File: config.mk
export PLATFORM = sky130hd
export DESIGN_NAME = processor_gpio_banks
export DESIGN_NICKNAME = d
export VERILOG_FILES = /design/src/design/gpio_pkg.sv /design/src/design/gpio_bank_if.sv /design/src/design/gpio_bank.sv /design/src/design/processor_gpio_banks.sv
export VERILOG_INCLUDE_DIRS = /design/src /design/src/design
export SDC_FILE = /design/constraint.sdc
export NUM_CORES = 1
export LEC_CHECK = 0
export ABC_AREA = 0
export BUFFER_PORTS_ARGS = -buffer_cell sky130_fd_sc_hd__buf_2
export CORE_MARGIN = 5
export CORE_UTILIZATION = 50
export DETAILED_ROUTE_END_ITERATION = 12
export PLACE_DENSITY = 0.85
export SKIP_CTS_REPAIR_TIMING = 1
export SYNTH_ARGS = -nofsm -noshare
export SYNTH_HDL_FRONTEND = slang
export SYNTH_HIERARCHICAL = 1
export SYNTH_SLANG_ARGS = --single-unit
File: constraint.sdc
create_clock -name clk_sys_i -period 4.4 [get_ports clk_sys_i]
set_clock_uncertainty 0.15 [all_clocks]
set_input_delay 0.66 -clock clk_sys_i [delete_from_list [all_inputs] [get_ports clk_sys_i]]
set_output_delay 0.66 -clock clk_sys_i [all_outputs]
set_load 0.005 [all_outputs]
File: src/design/gpio_cfg.svh
// Constants for the processor GPIO banks: addresses, offsets, resets, sizes
`ifndef GPIO_CFG_SVH
`define GPIO_CFG_SVH

// Bank windows, 4 KB each
`define GPIO_BANK0_BASE   32'hff208000
`define GPIO_BANK1_BASE   32'hff209000
`define GPIO_BANK2_BASE   32'hff20a000
`define GPIO_WIN_BITS     12

// Register offsets inside a bank window
`define GPIO_OFS_LEVEL    12'h000
`define GPIO_OFS_DIR      12'h004
`define GPIO_OFS_SAMPLE   12'h050
`define GPIO_OFS_INP      12'h054

// Reset values: all lines inputs, output levels low
`define GPIO_LEVEL_RESET  32'h00000000
`define GPIO_DIR_RESET    32'h00000000

// Lines per bank
`define GPIO_BANK0_LINES  29
`define GPIO_BANK1_LINES  29
`define GPIO_BANK2_LINES  13
`define GPIO_INP_LINES    14

`endif

File: src/design/gpio_pkg.sv
// Types and decode helpers shared by the GPIO bank logic
package gpio_pkg;
  `include "gpio_cfg.svh"

  typedef enum {
    SEL_NONE,
    SEL_LEVEL,
    SEL_DIR,
    SEL_SAMPLE,
    SEL_INP
  } reg_sel_t;

  // Map a window offset to the register it names
  function automatic reg_sel_t decode_offset(
    input logic [`GPIO_WIN_BITS-1:0] ofs);
    case (ofs)
      `GPIO_OFS_LEVEL:  decode_offset = SEL_LEVEL;
      `GPIO_OFS_DIR:    decode_offset = SEL_DIR;
      `GPIO_OFS_SAMPLE: decode_offset = SEL_SAMPLE;
      `GPIO_OFS_INP:    decode_offset = SEL_INP;
      default:          decode_offset = SEL_NONE;
    endcase
  endfunction

  // True when an address falls inside the 4 KB window at base
  function automatic logic in_window(input logic [31:0] addr,
                                     input logic [31:0] base);
    in_window = (addr[31:`GPIO_WIN_BITS] == base[31:`GPIO_WIN_BITS]);
  endfunction
endpackage

File: src/design/gpio_bank_if.sv
// Register access carrier between the decoder and one GPIO bank
`timescale 1ns/10ps
`include "gpio_cfg.svh"
interface gpio_bank_if;
  import gpio_pkg::*;
  logic                      sel;
  logic                      wr;
  logic [`GPIO_WIN_BITS-1:0] offset;
  logic [31:0]               wdata;
  logic [31:0]               rdata;

  modport bank (input sel, input wr, input offset, input wdata,
                output rdata);
  modport ctrl (output sel, output wr, output offset, output wdata,
                input rdata);
endinterface

File: src/design/gpio_bank.sv
// One GPIO bank: direction, output level and synchronised input sample
`timescale 1ns/10ps
`include "gpio_cfg.svh"
module gpio_bank
  import gpio_pkg::*;
#(
  parameter int unsigned LINES = 29
) (
  // Clock and reset
  input  wire logic             clk_sys_i,
  input  wire logic             rst_n_i,
  // Register access
  gpio_bank_if.bank             bus,
  // Pins
  input  wire logic [LINES-1:0] pin_in_i,
  output logic      [LINES-1:0] pin_out_o,
  output logic      [LINES-1:0] pin_oe_o
);

  localparam logic [31:0] LINE_MASK = 32'((64'h1 << LINES) - 64'h1);

  typedef struct packed {
    logic [31:0] level;
    logic [31:0] dir;
    logic [31:0] meta;
    logic [31:0] sync;
  } bank_state_t;

  bank_state_t      st_reg;
  bank_state_t      st_next;
  reg_sel_t         sel;
  logic [LINES-1:0] wdata_lines;

  assign sel         = decode_offset(bus.offset);
  assign wdata_lines = bus.wdata[LINES-1:0];

  // Next state: two-stage pin sampling and register writes
  always_comb
  begin
    st_next      = st_reg;
    st_next.meta = 32'(pin_in_i);
    st_next.sync = st_reg.meta;
    if (bus.sel && bus.wr)
    begin
      case (sel)
        SEL_LEVEL: st_next.level = bus.wdata & LINE_MASK;
        SEL_DIR:   st_next.dir   = bus.wdata & LINE_MASK;
        default:   st_next       = st_next;
      endcase
    end
  end

  // State register
  always_ff @(posedge clk_sys_i or negedge rst_n_i)
  begin
    if (!rst_n_i)
      st_reg <= '{level: `GPIO_LEVEL_RESET, dir: `GPIO_DIR_RESET,
                  meta: 32'h0, sync: 32'h0};
    else
      st_reg <= st_next;
  end

  // Read mux; bits above the top line stay zero
  always_comb
  begin
    case (sel)
      SEL_LEVEL:  bus.rdata = st_reg.level;
      SEL_DIR:    bus.rdata = st_reg.dir;
      SEL_SAMPLE: bus.rdata = st_reg.sync & LINE_MASK;
      default:    bus.rdata = 32'h0;
    endcase
  end

  // Driver enable follows direction, level follows output register
  assign pin_oe_o  = st_reg.dir[LINES-1:0];
  assign pin_out_o = st_reg.level[LINES-1:0];

  a_dir_sets_oe:
  assert property (@(posedge clk_sys_i) disable iff (!rst_n_i)
    (bus.sel && bus.wr && sel == SEL_DIR) |=>
      (pin_oe_o == $past(wdata_lines)))
  else $error("Direction write did not reach the driver enables");

  a_level_sets_out:
  assert property (@(posedge clk_sys_i) disable iff (!rst_n_i)
    (bus.sel && bus.wr && sel == SEL_LEVEL) |=>
      (pin_out_o == $past(wdata_lines)))
  else $error("Level write did not reach the pin outputs");

  a_sample_reads_pins:
  assert property (@(posedge clk_sys_i) disable iff (!rst_n_i)
    (bus.sel && !bus.wr && sel == SEL_SAMPLE) |->
      (bus.rdata[LINES-1:0] == $past(pin_in_i, 2)))
  else $error("Sample read does not show the pin levels");

  a_upper_bits_zero:
  assert property (@(posedge clk_sys_i) disable iff (!rst_n_i)
    (bus.rdata & ~LINE_MASK) == 32'h0)
  else $error("Bits above the top line read nonzero");

  a_dir_readback:
  assert property (@(posedge clk_sys_i) disable iff (!rst_n_i)
    (bus.sel && !bus.wr && sel == SEL_DIR) |->
      (bus.rdata[LINES-1:0] == pin_oe_o))
  else $error("Direction readback differs from driver enables");

endmodule

File: src/design/processor_gpio_banks.sv
// Processor GPIO: three banks of bidirectional lines plus input-only lines
//
// Summary of operation
// - First bank drives and samples lines 0 through 28.
// - Second bank serves lines 29 through 57; bit 0 is line 29.
// - Third bank serves lines 58-70 plus fourteen input-only lines.
// - Each bank has direction, output level and input sample registers.
// - Direction bit n governs the bank's n-th line, LSB first line.
// - Direction 1 enables the driver; 0 releases it as input.
// - Output level bit n sets the driven level, 1 high, 0 low.
// - Input sample bit n reads the level of the bank's n-th line from two clocks earlier.
// - Third bank decodes in the 4 KB window at 0xFF20A000.
// - Second bank window base conflict resolved to 0xFF209000.
// - Second bank bit 24 is line 53, bit 25 is line 54.
`timescale 1ns/10ps
`include "gpio_cfg.svh"
module processor_gpio_banks
  import gpio_pkg::*;
#(
  parameter int unsigned BANK0_LINES = `GPIO_BANK0_LINES,
  parameter int unsigned BANK1_LINES = `GPIO_BANK1_LINES,
  parameter int unsigned BANK2_LINES = `GPIO_BANK2_LINES,
  parameter int unsigned INP_LINES   = `GPIO_INP_LINES,
  localparam int unsigned TOTAL = BANK0_LINES + BANK1_LINES + BANK2_LINES
) (
  // Clock and reset
  input  wire logic                 clk_sys_i,
  input  wire logic                 rst_n_i,
  // Memory-mapped register port
  input  wire logic [31:0]          bus_addr_i,
  input  wire logic                 bus_wr_i,
  input  wire logic                 bus_rd_i,
  input  wire logic [31:0]          bus_wdata_i,
  output logic      [31:0]          bus_rdata_o,
  output logic                      bus_ack_o,
  output logic                      bus_err_o,
  // Bidirectional lines, split into input, output and enable
  input  wire logic [TOTAL-1:0]     gpio_in_i,
  output logic      [TOTAL-1:0]     gpio_out_o,
  output logic      [TOTAL-1:0]     gpio_oe_o,
  // Input-only lines
  input  wire logic [INP_LINES-1:0] inp_only_i
);

  localparam int unsigned NUM_BANKS = 3;

  typedef struct packed {
    logic [31:0]          rdata;
    logic                 ack;
    logic                 err;
    logic [INP_LINES-1:0] inp_meta;
    logic [INP_LINES-1:0] inp_sync;
  } top_state_t;

  // Window base of each bank
  function automatic logic [31:0] bank_base(input int unsigned b);
    case (b)
      0:       bank_base = `GPIO_BANK0_BASE;
      1:       bank_base = `GPIO_BANK1_BASE;
      default: bank_base = `GPIO_BANK2_BASE;
    endcase
  endfunction

  // Number of lines owned by each bank
  function automatic int unsigned bank_lines(input int unsigned b);
    case (b)
      0:       bank_lines = BANK0_LINES;
      1:       bank_lines = BANK1_LINES;
      default: bank_lines = BANK2_LINES;
    endcase
  endfunction

  // First global line number of each bank
  function automatic int unsigned line_base(input int unsigned b);
    case (b)
      0:       line_base = 0;
      1:       line_base = BANK0_LINES;
      default: line_base = BANK0_LINES + BANK1_LINES;
    endcase
  endfunction

  top_state_t             st_reg;
  top_state_t             st_next;
  logic                   req;
  logic [NUM_BANKS-1:0]   bank_hit;
  logic                   any_hit;
  logic [31:0]            bank_rdata [NUM_BANKS];
  logic [31:0]            read_mux;
  reg_sel_t               req_sel;

  // A request is either a read or a write strobe; a write wins if both
  assign req     = bus_wr_i | bus_rd_i;
  assign req_sel = decode_offset(bus_addr_i[`GPIO_WIN_BITS-1:0]);
  assign any_hit = |bank_hit;

  // Window decode, one select per bank
  always_comb
  begin
    for (int unsigned b = 0; b < NUM_BANKS; b++)
      bank_hit[b] = req && in_window(bus_addr_i, bank_base(b));
  end

  // Bank instances, each wired to its own slice of the lines
  for (genvar b = 0; b < NUM_BANKS; b++)
  begin : g_bank
    localparam int unsigned BASE = line_base(b);
    localparam int unsigned W    = bank_lines(b);

    gpio_bank_if bif ();

    assign bif.sel    = bank_hit[b];
    assign bif.wr     = bus_wr_i;
    assign bif.offset = bus_addr_i[`GPIO_WIN_BITS-1:0];
    assign bif.wdata  = bus_wdata_i;
    assign bank_rdata[b] = bif.rdata;

    // Bank b owns lines BASE upward; its bit 0 is line BASE
    gpio_bank #(
      .LINES (W)
    ) u_bank (
      .clk_sys_i (clk_sys_i),
      .rst_n_i   (rst_n_i),
      .bus       (bif.bank),
      .pin_in_i  (gpio_in_i[BASE +: W]),
      .pin_out_o (gpio_out_o[BASE +: W]),
      .pin_oe_o  (gpio_oe_o[BASE +: W])
    );
  end

  // Read data: selected bank, plus input-only lines in the third bank
  always_comb
  begin
    read_mux = 32'h0;
    for (int unsigned b = 0; b < NUM_BANKS; b++)
    begin
      if (bank_hit[b])
        read_mux = read_mux | bank_rdata[b];
    end
    if (bank_hit[NUM_BANKS-1] && req_sel == SEL_INP)
      read_mux = 32'(st_reg.inp_sync);
  end

  // Next state: answer strobes, read capture, input-only synchroniser
  always_comb
  begin
    st_next          = st_reg;
    st_next.inp_meta = inp_only_i;
    st_next.inp_sync = st_reg.inp_meta;
    st_next.ack      = req && any_hit;
    st_next.err      = req && !any_hit;
    st_next.rdata    = (bus_rd_i && !bus_wr_i && any_hit) ? read_mux
                                                          : 32'h0;
  end

  // State register
  always_ff @(posedge clk_sys_i or negedge rst_n_i)
  begin
    if (!rst_n_i)
      st_reg <= '{rdata: 32'h0, ack: 1'b0, err: 1'b0,
                  inp_meta: '0, inp_sync: '0};
    else
      st_reg <= st_next;
  end

  // Outputs straight from flip-flops
  assign bus_rdata_o = st_reg.rdata;
  assign bus_ack_o   = st_reg.ack;
  assign bus_err_o   = st_reg.err;

  // Helper wires for the checks below
  logic        wr_bank0_level;
  logic        wr_bank1_level;
  logic        wr_bank1_dir;
  logic        wr_bank2_dir;
  logic        ctrl_wr;
  logic        rd_only;
  logic        rd_inp;
  logic        rd_inp_low;
  logic [1:0]  led_btn_bits;
  logic [12:0] low_wdata;

  assign wr_bank0_level = bus_wr_i && bank_hit[0] && req_sel == SEL_LEVEL;
  assign wr_bank1_level = bus_wr_i && bank_hit[1] && req_sel == SEL_LEVEL;
  assign wr_bank1_dir   = bus_wr_i && bank_hit[1] && req_sel == SEL_DIR;
  assign wr_bank2_dir   = bus_wr_i && bank_hit[2] && req_sel == SEL_DIR;
  assign ctrl_wr        = bus_wr_i && any_hit &&
                          (req_sel == SEL_LEVEL || req_sel == SEL_DIR);
  assign rd_only        = bus_rd_i && !bus_wr_i;
  assign rd_inp         = rd_only && bank_hit[2] && req_sel == SEL_INP;
  assign rd_inp_low     = rd_only && (bank_hit[0] || bank_hit[1]) &&
                          req_sel == SEL_INP;
  assign led_btn_bits   = bus_wdata_i[25:24];
  assign low_wdata      = bus_wdata_i[12:0];

  a_ack_next_cycle:
  assert property (@(posedge clk_sys_i) disable iff (!rst_n_i)
    (req && any_hit) |=> (bus_ack_o && !bus_err_o))
  else $error("Mapped access was not acknowledged one cycle later");

  a_err_unmapped:
  assert property (@(posedge clk_sys_i) disable iff (!rst_n_i)
    (req && !any_hit) |=> (bus_err_o && !bus_ack_o && bus_rdata_o == 0))
  else $error("Unmapped access was not flagged");

  a_led_button_map:
  assert property (@(posedge clk_sys_i) disable iff (!rst_n_i)
    wr_bank1_dir |=> (gpio_oe_o[54:53] == $past(led_btn_bits)))
  else $error("Second bank bits 24 and 25 do not steer lines 53 and 54");

  a_third_window:
  assert property (@(posedge clk_sys_i) disable iff (!rst_n_i)
    wr_bank2_dir |=> (gpio_oe_o[70:58] == $past(low_wdata)))
  else $error("Third bank window does not steer lines 58 to 70");

  a_inp_readback:
  assert property (@(posedge clk_sys_i) disable iff (!rst_n_i)
    rd_inp |=> (bus_rdata_o == 32'($past(inp_only_i, 3))))
  else $error("Input-only read does not show the synchronised lines");

  a_single_window:
  assert property (@(posedge clk_sys_i) disable iff (!rst_n_i)
    $onehot0(bank_hit))
  else $error("Address hit more than one bank window");

  a_bank0_lines:
  assert property (@(posedge clk_sys_i) disable iff (!rst_n_i)
    wr_bank0_level |=> (gpio_out_o[28:0] == $past(bus_wdata_i[28:0])))
  else $error("First bank level write did not reach lines 0 to 28");

  a_bank1_lines:
  assert property (@(posedge clk_sys_i) disable iff (!rst_n_i)
    wr_bank1_level |=> (gpio_out_o[57:29] == $past(bus_wdata_i[28:0])))
  else $error("Second bank bit 0 does not land on line 29");

  a_inp_other_banks:
  assert property (@(posedge clk_sys_i) disable iff (!rst_n_i)
    rd_inp_low |=> (bus_ack_o && bus_rdata_o == 32'h0))
  else $error("Input-only offset read nonzero outside the third bank");

  a_inp_width:
  assert property (@(posedge clk_sys_i) disable iff (!rst_n_i)
    rd_inp |=> (bus_rdata_o[31:14] == 18'h0))
  else $error("Input-only read shows bits above line 13");

  a_rdata_idle_zero:
  assert property (@(posedge clk_sys_i) disable iff (!rst_n_i)
    !bus_ack_o |-> (bus_rdata_o == 32'h0))
  else $error("Read data nonzero outside an acknowledge cycle");

  a_dir_first_line:
  assert property (@(posedge clk_sys_i) disable iff (!rst_n_i)
    wr_bank1_dir |=> (gpio_oe_o[29] == $past(bus_wdata_i[0])))
  else $error("Direction bit 0 does not steer the first line of the bank");

  a_oe_held:
  assert property (@(posedge clk_sys_i) disable iff (!rst_n_i)
    !ctrl_wr |=> $stable(gpio_oe_o))
  else $error("Driver enables moved without a control write");

  a_level_keeps_dir:
  assert property (@(posedge clk_sys_i) disable iff (!rst_n_i)
    (bus_wr_i && any_hit && req_sel == SEL_LEVEL) |=> $stable(gpio_oe_o))
  else $error("Level write disturbed the driver enables");

  a_out_held:
  assert property (@(posedge clk_sys_i) disable iff (!rst_n_i)
    !ctrl_wr |=> $stable(gpio_out_o))
  else $error("Pin levels moved without a control write");

  a_dir_keeps_level:
  assert property (@(posedge clk_sys_i) disable iff (!rst_n_i)
    (bus_wr_i && any_hit && req_sel == SEL_DIR) |=> $stable(gpio_out_o))
  else $error("Direction write disturbed the pin levels");

  a_window_first:
  assert property (@(posedge clk_sys_i) disable iff (!rst_n_i)
    (req && bus_addr_i[31:12] == 20'hff208) |-> bank_hit[0])
  else $error("First bank window missed its own address");

  a_window_second:
  assert property (@(posedge clk_sys_i) disable iff (!rst_n_i)
    (req && bus_addr_i[31:12] == 20'hff209) |-> bank_hit[1])
  else $error("Second bank window missed its own address");

  a_window_third:
  assert property (@(posedge clk_sys_i) disable iff (!rst_n_i)
    (req && bus_addr_i[31:12] == 20'hff20a) |-> bank_hit[2])
  else $error("Third bank window missed its own address");

  a_led_level:
  assert property (@(posedge clk_sys_i) disable iff (!rst_n_i)
    wr_bank1_level |=> (gpio_out_o[53] == $past(bus_wdata_i[24])))
  else $error("Second bank level bit 24 does not drive line 53");

  a_rdata_top_zero:
  assert property (@(posedge clk_sys_i) disable iff (!rst_n_i)
    bus_rdata_o[31:29] == 3'h0)
  else $error("Read data shows bits above every bank's top line");

  a_write_reads_zero:
  assert property (@(posedge clk_sys_i) disable iff (!rst_n_i)
    bus_wr_i |=> (bus_rdata_o == 32'h0))
  else $error("Write answered with nonzero read data");

  a_ack_err_apart:
  assert property (@(posedge clk_sys_i) disable iff (!rst_n_i)
    !(bus_ack_o && bus_err_o))
  else $error("Acknowledge and error raised together");

  a_idle_no_answer:
  assert property (@(posedge clk_sys_i) disable iff (!rst_n_i)
    !req |=> (!bus_ack_o && !bus_err_o))
  else $error("Answer raised without a request");

endmodule

-- After elaboration in Yosys (flattened, before gate mapping)
Index checks and enable logic that the tools add are counted.
- bits in registers: 346
- bits in latches: 0
- memory bits (writable): 0
- ROM bits: 0
- input port bits: 153
- output and inout bits: 176
- word-level logic and storage cells: 60
- memories: 0
- add/subtract/negate cells: 0
- multipliers: 0
- div/mod/pow operators: 0
- magnitude comparators: 0
- equality and inequality tests: 10
- shift-type cells: 0
- muxes and demuxes: 9
- bitwise logic cells: 3
- reductions and logical operators: 21
- operator list (kind ; count):
    $pmux 29 s3 ; 2
    $mux 32 ; 5
    $or 32x32->32 ; 2
    $eq 20x20->1 const B ; 3
    $pmux 13 s3 ; 1
    $eq 32x1->1 const B ; 1
    $eq 32x4->1 const B ; 1
    $eq 12x7->1 const B ; 2
    $eq 12x3->1 const B ; 1
    $logic_not 12->1 ; 1
    $pmux 3 s4 ; 1
    $reduce_and 2->1 ; 6
    $logic_and 1x1->1 ; 11
    $eq 3x2->1 const B ; 2
    $reduce_or 3->1 ; 1
    $logic_not 1->1 ; 2
    $or 1x1->1 ; 1

-- Longest topological paths before layout
- depth after elaboration: 11
- gate-level depth with buffers: 11
- gate-level depth less buffers: 7

-- By module
Netlist, hierarchy kept.
- by module, submodules not included (module ; times used ; cells an instance ; area an instance (sq um) ; seq. area each (sq um)):
    gpio_bank at g_bank[0].u_bank ... ; 2 ; 352 ; 4899.7 ; 2902.8
    processor_gpio_banks ; 1 ; 289 ; 3150.5 ; 1551.5
    gpio_bank at g_bank[2].u_bank ; 1 ; 181 ; 2386.0 ; 1301.2

-- Worst setup path before layout
Ideal clock, no wire load.
- kind: in2reg
- start point: input bus_addr_i[17]
- end point: register g_bank[0].u_bank.st_reg, in the netlist g_bank[0].u_bank/pin_oe_o[18]
- setup time: 127 ps
- arrival time: 3082 ps
- required time: 4123 ps
- slack: 1041 ps
- stages: 11
- path buffers: 4
- cells stage by stage: nand4bb_1 > nor4_4 > buf_2 > buf_2 > nand2_1 > nor3_1 > nand4bb_1 > nor4_4 > buf_6 > buf_6 > mux2_1
- cells in the longest elaborated chain, start to end: 4
- ends and longest elaborated chain (element ; RTL line ; source):
    start: declaration ; processor_gpio_banks.sv:30 ; input wire logic [31:0] bus_addr_i,
    $eq 20x20->1 ; gpio_pkg.sv:28 ; in_window = (addr[31:`GPIO_WIN_BITS] == base[31:`GPIO_WIN_BITS]);
    $logic_and 1x1->1 ; processor_gpio_banks.sv:100 ; bank_hit[b] = req && in_window(bus_addr_i, bank_base(b));
    via g_bank[0].bif.sel ; gpio_bank_if.sv:6 ; logic sel;
    $logic_and 1x1->1 ; n/a ;
    $reduce_and 2->1 (no line) ; n/a ;
    end signal: assignment ; gpio_bank.sv:57 ; st_reg <= '{level: `GPIO_LEVEL_RESET, dir: `GPIO_DIR_RESET,
    end signal: assignment ; gpio_bank.sv:60 ; st_reg <= st_next;
    end: declaration ; gpio_bank.sv:29 ; bank_state_t st_reg;
The timed path passes the listed nets, and every way through them passes these cells.
A chain may end at the register's enable or synchronous reset.

-- Worst setup path after layout
- start point: input bus_addr_i[17]
- end point: register g_bank[2].u_bank.st_reg, in the netlist g_bank[2].u_bank/pin_oe_o[7]
- cells in the longest elaborated chain, start to end: 4
- ends and longest elaborated chain (element ; RTL line):
    $eq 20x20->1 ; gpio_pkg.sv:28
    $logic_and 1x1->1 ; processor_gpio_banks.sv:100
    via g_bank[2].bif.sel ; gpio_bank_if.sv:6
    $logic_and 1x1->1 ; n/a
    $reduce_and 2->1 (no line) ; n/a
    end signal: assignment ; gpio_bank.sv:57
    end signal: assignment ; gpio_bank.sv:60
    end: declaration ; gpio_bank.sv:29
The timed path passes the listed nets, and every way through them passes these cells.

==> metrics.md <==
| Metric | Value |
|---|---|
| Outcome | complete, no violations |
| Sinks on Clock Net | roughly 350 |
| Switching part of the total power | roughly 22% |
| Critical-path cell list | buf_2 -> nand4bb_1 -> nor4_4 -> buf_4 -> and3_1 -> nand4bb_1 -> nor4_4 -> buf_4 -> mux2_2 |
| Post-synth top area share | 56.5% |
| Core area | slightly above 30000 um^2 |
| Sum of negative setup slack | 0 ps |
| Final #Nets | approximately 1500 |
| CP peak stage delay | 610 ps |
| Worst Setup End Kind | flop |
| Endpoints failing hold | 0 |
| Largest net degree at the start of global routing | 119 |
| Register area share after synthesis | between 50% and 60% |
| Post-route ant nets | 0 |
| Port bufs | between 300 and 400 |
| Top-Level Pins | roughly 330 |
| Crit path DAT | about 3400 ps |
| DP Wirelength | roughly 28000 um |
| Fmax | around 320 MHz |
| Power share of the combinational group | about 4.3% |
| Hold Crit Class | in2async |
| Power Total | roughly 6.8 mW |
| RSZ-0062 raised after global routing | false |
| Vias in the first global route | approximately 11000 |
| Routed vias | 9820 |
| Area after DPL | about 16000 um^2 |
| Post-synth cell types | 35 |
| Seq pwr share | between 40 and 50% |
| Int Pwr | about 5.3 mW |
| CTS clk-pin slew, worst paths | 60 ps |
| Die area | about 34000 um^2 |
| Die W | roughly 190 um |
| Fin crit share | a little under three quarters |
| Row Count | 64 |
| Via density | 5.62 |
| Die extent in y | approximately 190 um |
| CTS tree | yes |
| Register bit total from synthesis | 346 |
| Root Driver | clkbuf_16 |
| Synth area leaders | dfrtp_1, mux2_2, buf_4 |
| First-pass GRT wire length | ~63000 um |
| Crit path launch type | input port |
| Routability cong. | a little under 0.9 |
| Crit path kind | in2reg |
| Gr ovfl total | 0 |
| Warnings, synthesis | 6 |
| Initial antenna violation count | 12 |
| Number of flip-flops in the largest register | approximately 140 |
| Post-Syn Instances | 1174 |
| All-Layer GR Usage | about a quarter |
| Pleak | around 8.5 nW |
| DR iter-0 viols | between 700 and 800 |
| # DRC | 0 |
| Synth-to-Final Area Change | 12.4% |
| Sw power | around 1.5 mW |
| Final-report setup violation count | 0 |
| Starting Density | roughly half |
| Crit path buffers/inverters | 3 |
| CP Data Required Time | around 4700 ps |
| Maximum fanout along the worst path | 18 |
| Max-cap violations | 0 |
| Mapped Area | about 15000 um^2 |
| P per Cell Area | about 400 nW/um^2 |
| Max Transition Viols Final | 0 |
| Worst skew pair latency | about 520 ps |
| Clk buf depth | 3 |
| Drt wl/cell | 24.0 um |
| Clock share of power | roughly 48% |
| Fin crit period | between 3000 and 4000 ps |
| Fraction of layout cells with a size suffix above 1 | between 40% and 50% |
| Wirelength, routed | about 42000 um |
| Design Area, Final | approximately 17000 um^2 |
| Avg Inst Size Synth | around 13 um^2 |
| Worst-Margin Slew | 1040 ps |
| VDD IR-drop max | 0.285 mV |
| H-tree depth | 2 |
| Final design utilization | 56.7% |
| Slowest stage cell, crit path | nor4_4 |
| Cell taking the most area after synthesis | dfrtp_1 |
| Max_slew headroom | between 30 and 40% |
| TritonCTS buffer count | 37 |
| 1st-pass router iterations | 7 |
| Delay-heaviest family, CP | simple AND/OR/NAND/NOR gates |
[cells in the final DEF, fill, tap and decap left out, types with 2 or more instances in the layout]
cell | synthesis | routed
clkbuf_16 | 0 | 37
or2_2 | 3 | 3
or4_4 | 3 | 3
clkbuf_1 | 34 | 4
or3_1 | 6 | 5
a21oi_1 | 19 | 19
mux2_2 | 204 | 204
a221oi_1 | 14 | 14
or4b_1 | 3 | 3
buf_4 | 203 | 20
nor2_4 | 0 | 2
clkbuf_8 | 0 | 9
mux2_1 | 41 | 41
buf_12 | 0 | 4
and3_1 | 3 | 2
nand2_1 | 2 | 2
conb_1 | 3 | 25
clkinv_2 | 0 | 3
nor2_1 | 75 | 73
nand3_1 | 50 | 50
buf_2 | 15 | 323
nor4b_1 | 3 | 3
dfrtp_1 | 346 | 346
nand4bb_1 | 5 | 5
and2_1 | 2 | 2
nor3b_1 | 14 | 14
a31oi_1 | 2 | 2
or4_1 | 3 | 3
a22oi_1 | 71 | 71
clkinvlp_4 | 0 | 6
o211ai_1 | 15 | 15
diode_2 | 0 | 9
nor4_4 | 8 | 8
inv_6 | 0 | 2
nand4_1 | 2 | 2
and3b_2 | 0 | 2
bufinv_16 | 0 | 4
[final timing paths]
path	end	cells past startpoint	slack, ps	start
setup / recovery	g_bank[2].u_bank/pin_oe_o[7]$_DFFE_PN0P_	9	1250	bus_addr_i[17]
hold / removal	g_bank[2].u_bank/st_reg[11]$_DFF_PN0_	1	40	rst_n_i
setup reg to reg	bus_rdata_o[0]$_DFF_PN0_	6	2490	g_bank[0].u_bank/pin_oe_o[0]$_DFFE_PN0P_
hold reg to reg	g_bank[0].u_bank/st_reg[28]$_DFF_PN0_	0	190	g_bank[0].u_bank/st_reg[60]$_DFF_PN0_
max in group asynchronous	g_bank[0].u_bank/st_reg[24]$_DFF_PN0_	2	3060	rst_n_i
min in group clk_sys_i	g_bank[2].u_bank/st_reg[40]$_DFF_PN0_	1	90	gpio_in_i[66]
[layout make-up]
type                            instances  area [um^2]
Antenna cell                            9         22.5
Clock buffer                           50         1060
Clock inverter                         17          229
Fill cell                            2416        13200
Inverter                                1         3.75
Multi-Input combinational cell        581         4910
Sequential cell                       346         8660
Tap cell                              396          495
Timing Repair Buffer                  348         1860
[routing by layer]
layer | GRT usage, % | wire (um) | up-vias
met5 | 0 | 21 | -
met2 | 39.5 | 20200 | 504
met4 | 9.95 | 1750 | 4
li1 | - | - | 4216
met3 | 5.01 | 3290 | 117
met1 | 31.7 | 16600 | 4979
[cell usage after synthesis, drive strengths merged]
cell and n:
a21oi 19, a221oi 14, a22oi 71, a31oi 2
and2 2, and3 3, and3b 3, and4 1
buf 234, clkbuf 34, conb 3, dfrtp 346
inv 1, mux2 245, nand2 2, nand3 50
nand4 2, nand4bb 5, nor2 75, nor2b 2
nor3 1, nor3b 14, nor4 8, nor4b 3
o2111ai 1, o211ai 15, or2 3, or3 6
or4 6, or4b 3
[power by group through the flow]
stage	Sequential (mW)	Clock [mW]	Combinational [mW]
finish	3.28	3.25	0.297
global route	3.29	3.45	0.324
CTS	3.28	3.31	0.298
detailed placement	3.34	0	0.296
global placement	3.34	0	0.290
floorplan	3.33	0	0.106
[worst register-to-register path, stage by stage, from the launching register on]
cell and delay (ps):
dfrtp_1 410, mux2_2 270, a22oi_1 280, nor2_1 70, mux2_2 300, o211ai_1 160, a221oi_1 100
[metrics by stage]
stage	worst slack [ps]	std cells	hold slack, ps
finish	1250	1748	35.2
global route	1140	1746	66.5
detailed placement	768	1672	185
floorplan	1040	1196	181
CTS	1290	1739	68.1
global placement	858	1672	182
[kinds of logic (layout without fill, tap and decap cells)]
family	Yosys count	in the layout	synth area share (%)
buffers and inverters	269	416	12.3
and+or+nand+nor	189	189	7.41
AOI/OAI and AO/OA	122	122	5.81
muxes	245	245	18.0
DFF	346	346	56.5
other	3	34	0.0734
Power figures use the tool's default switching activity.
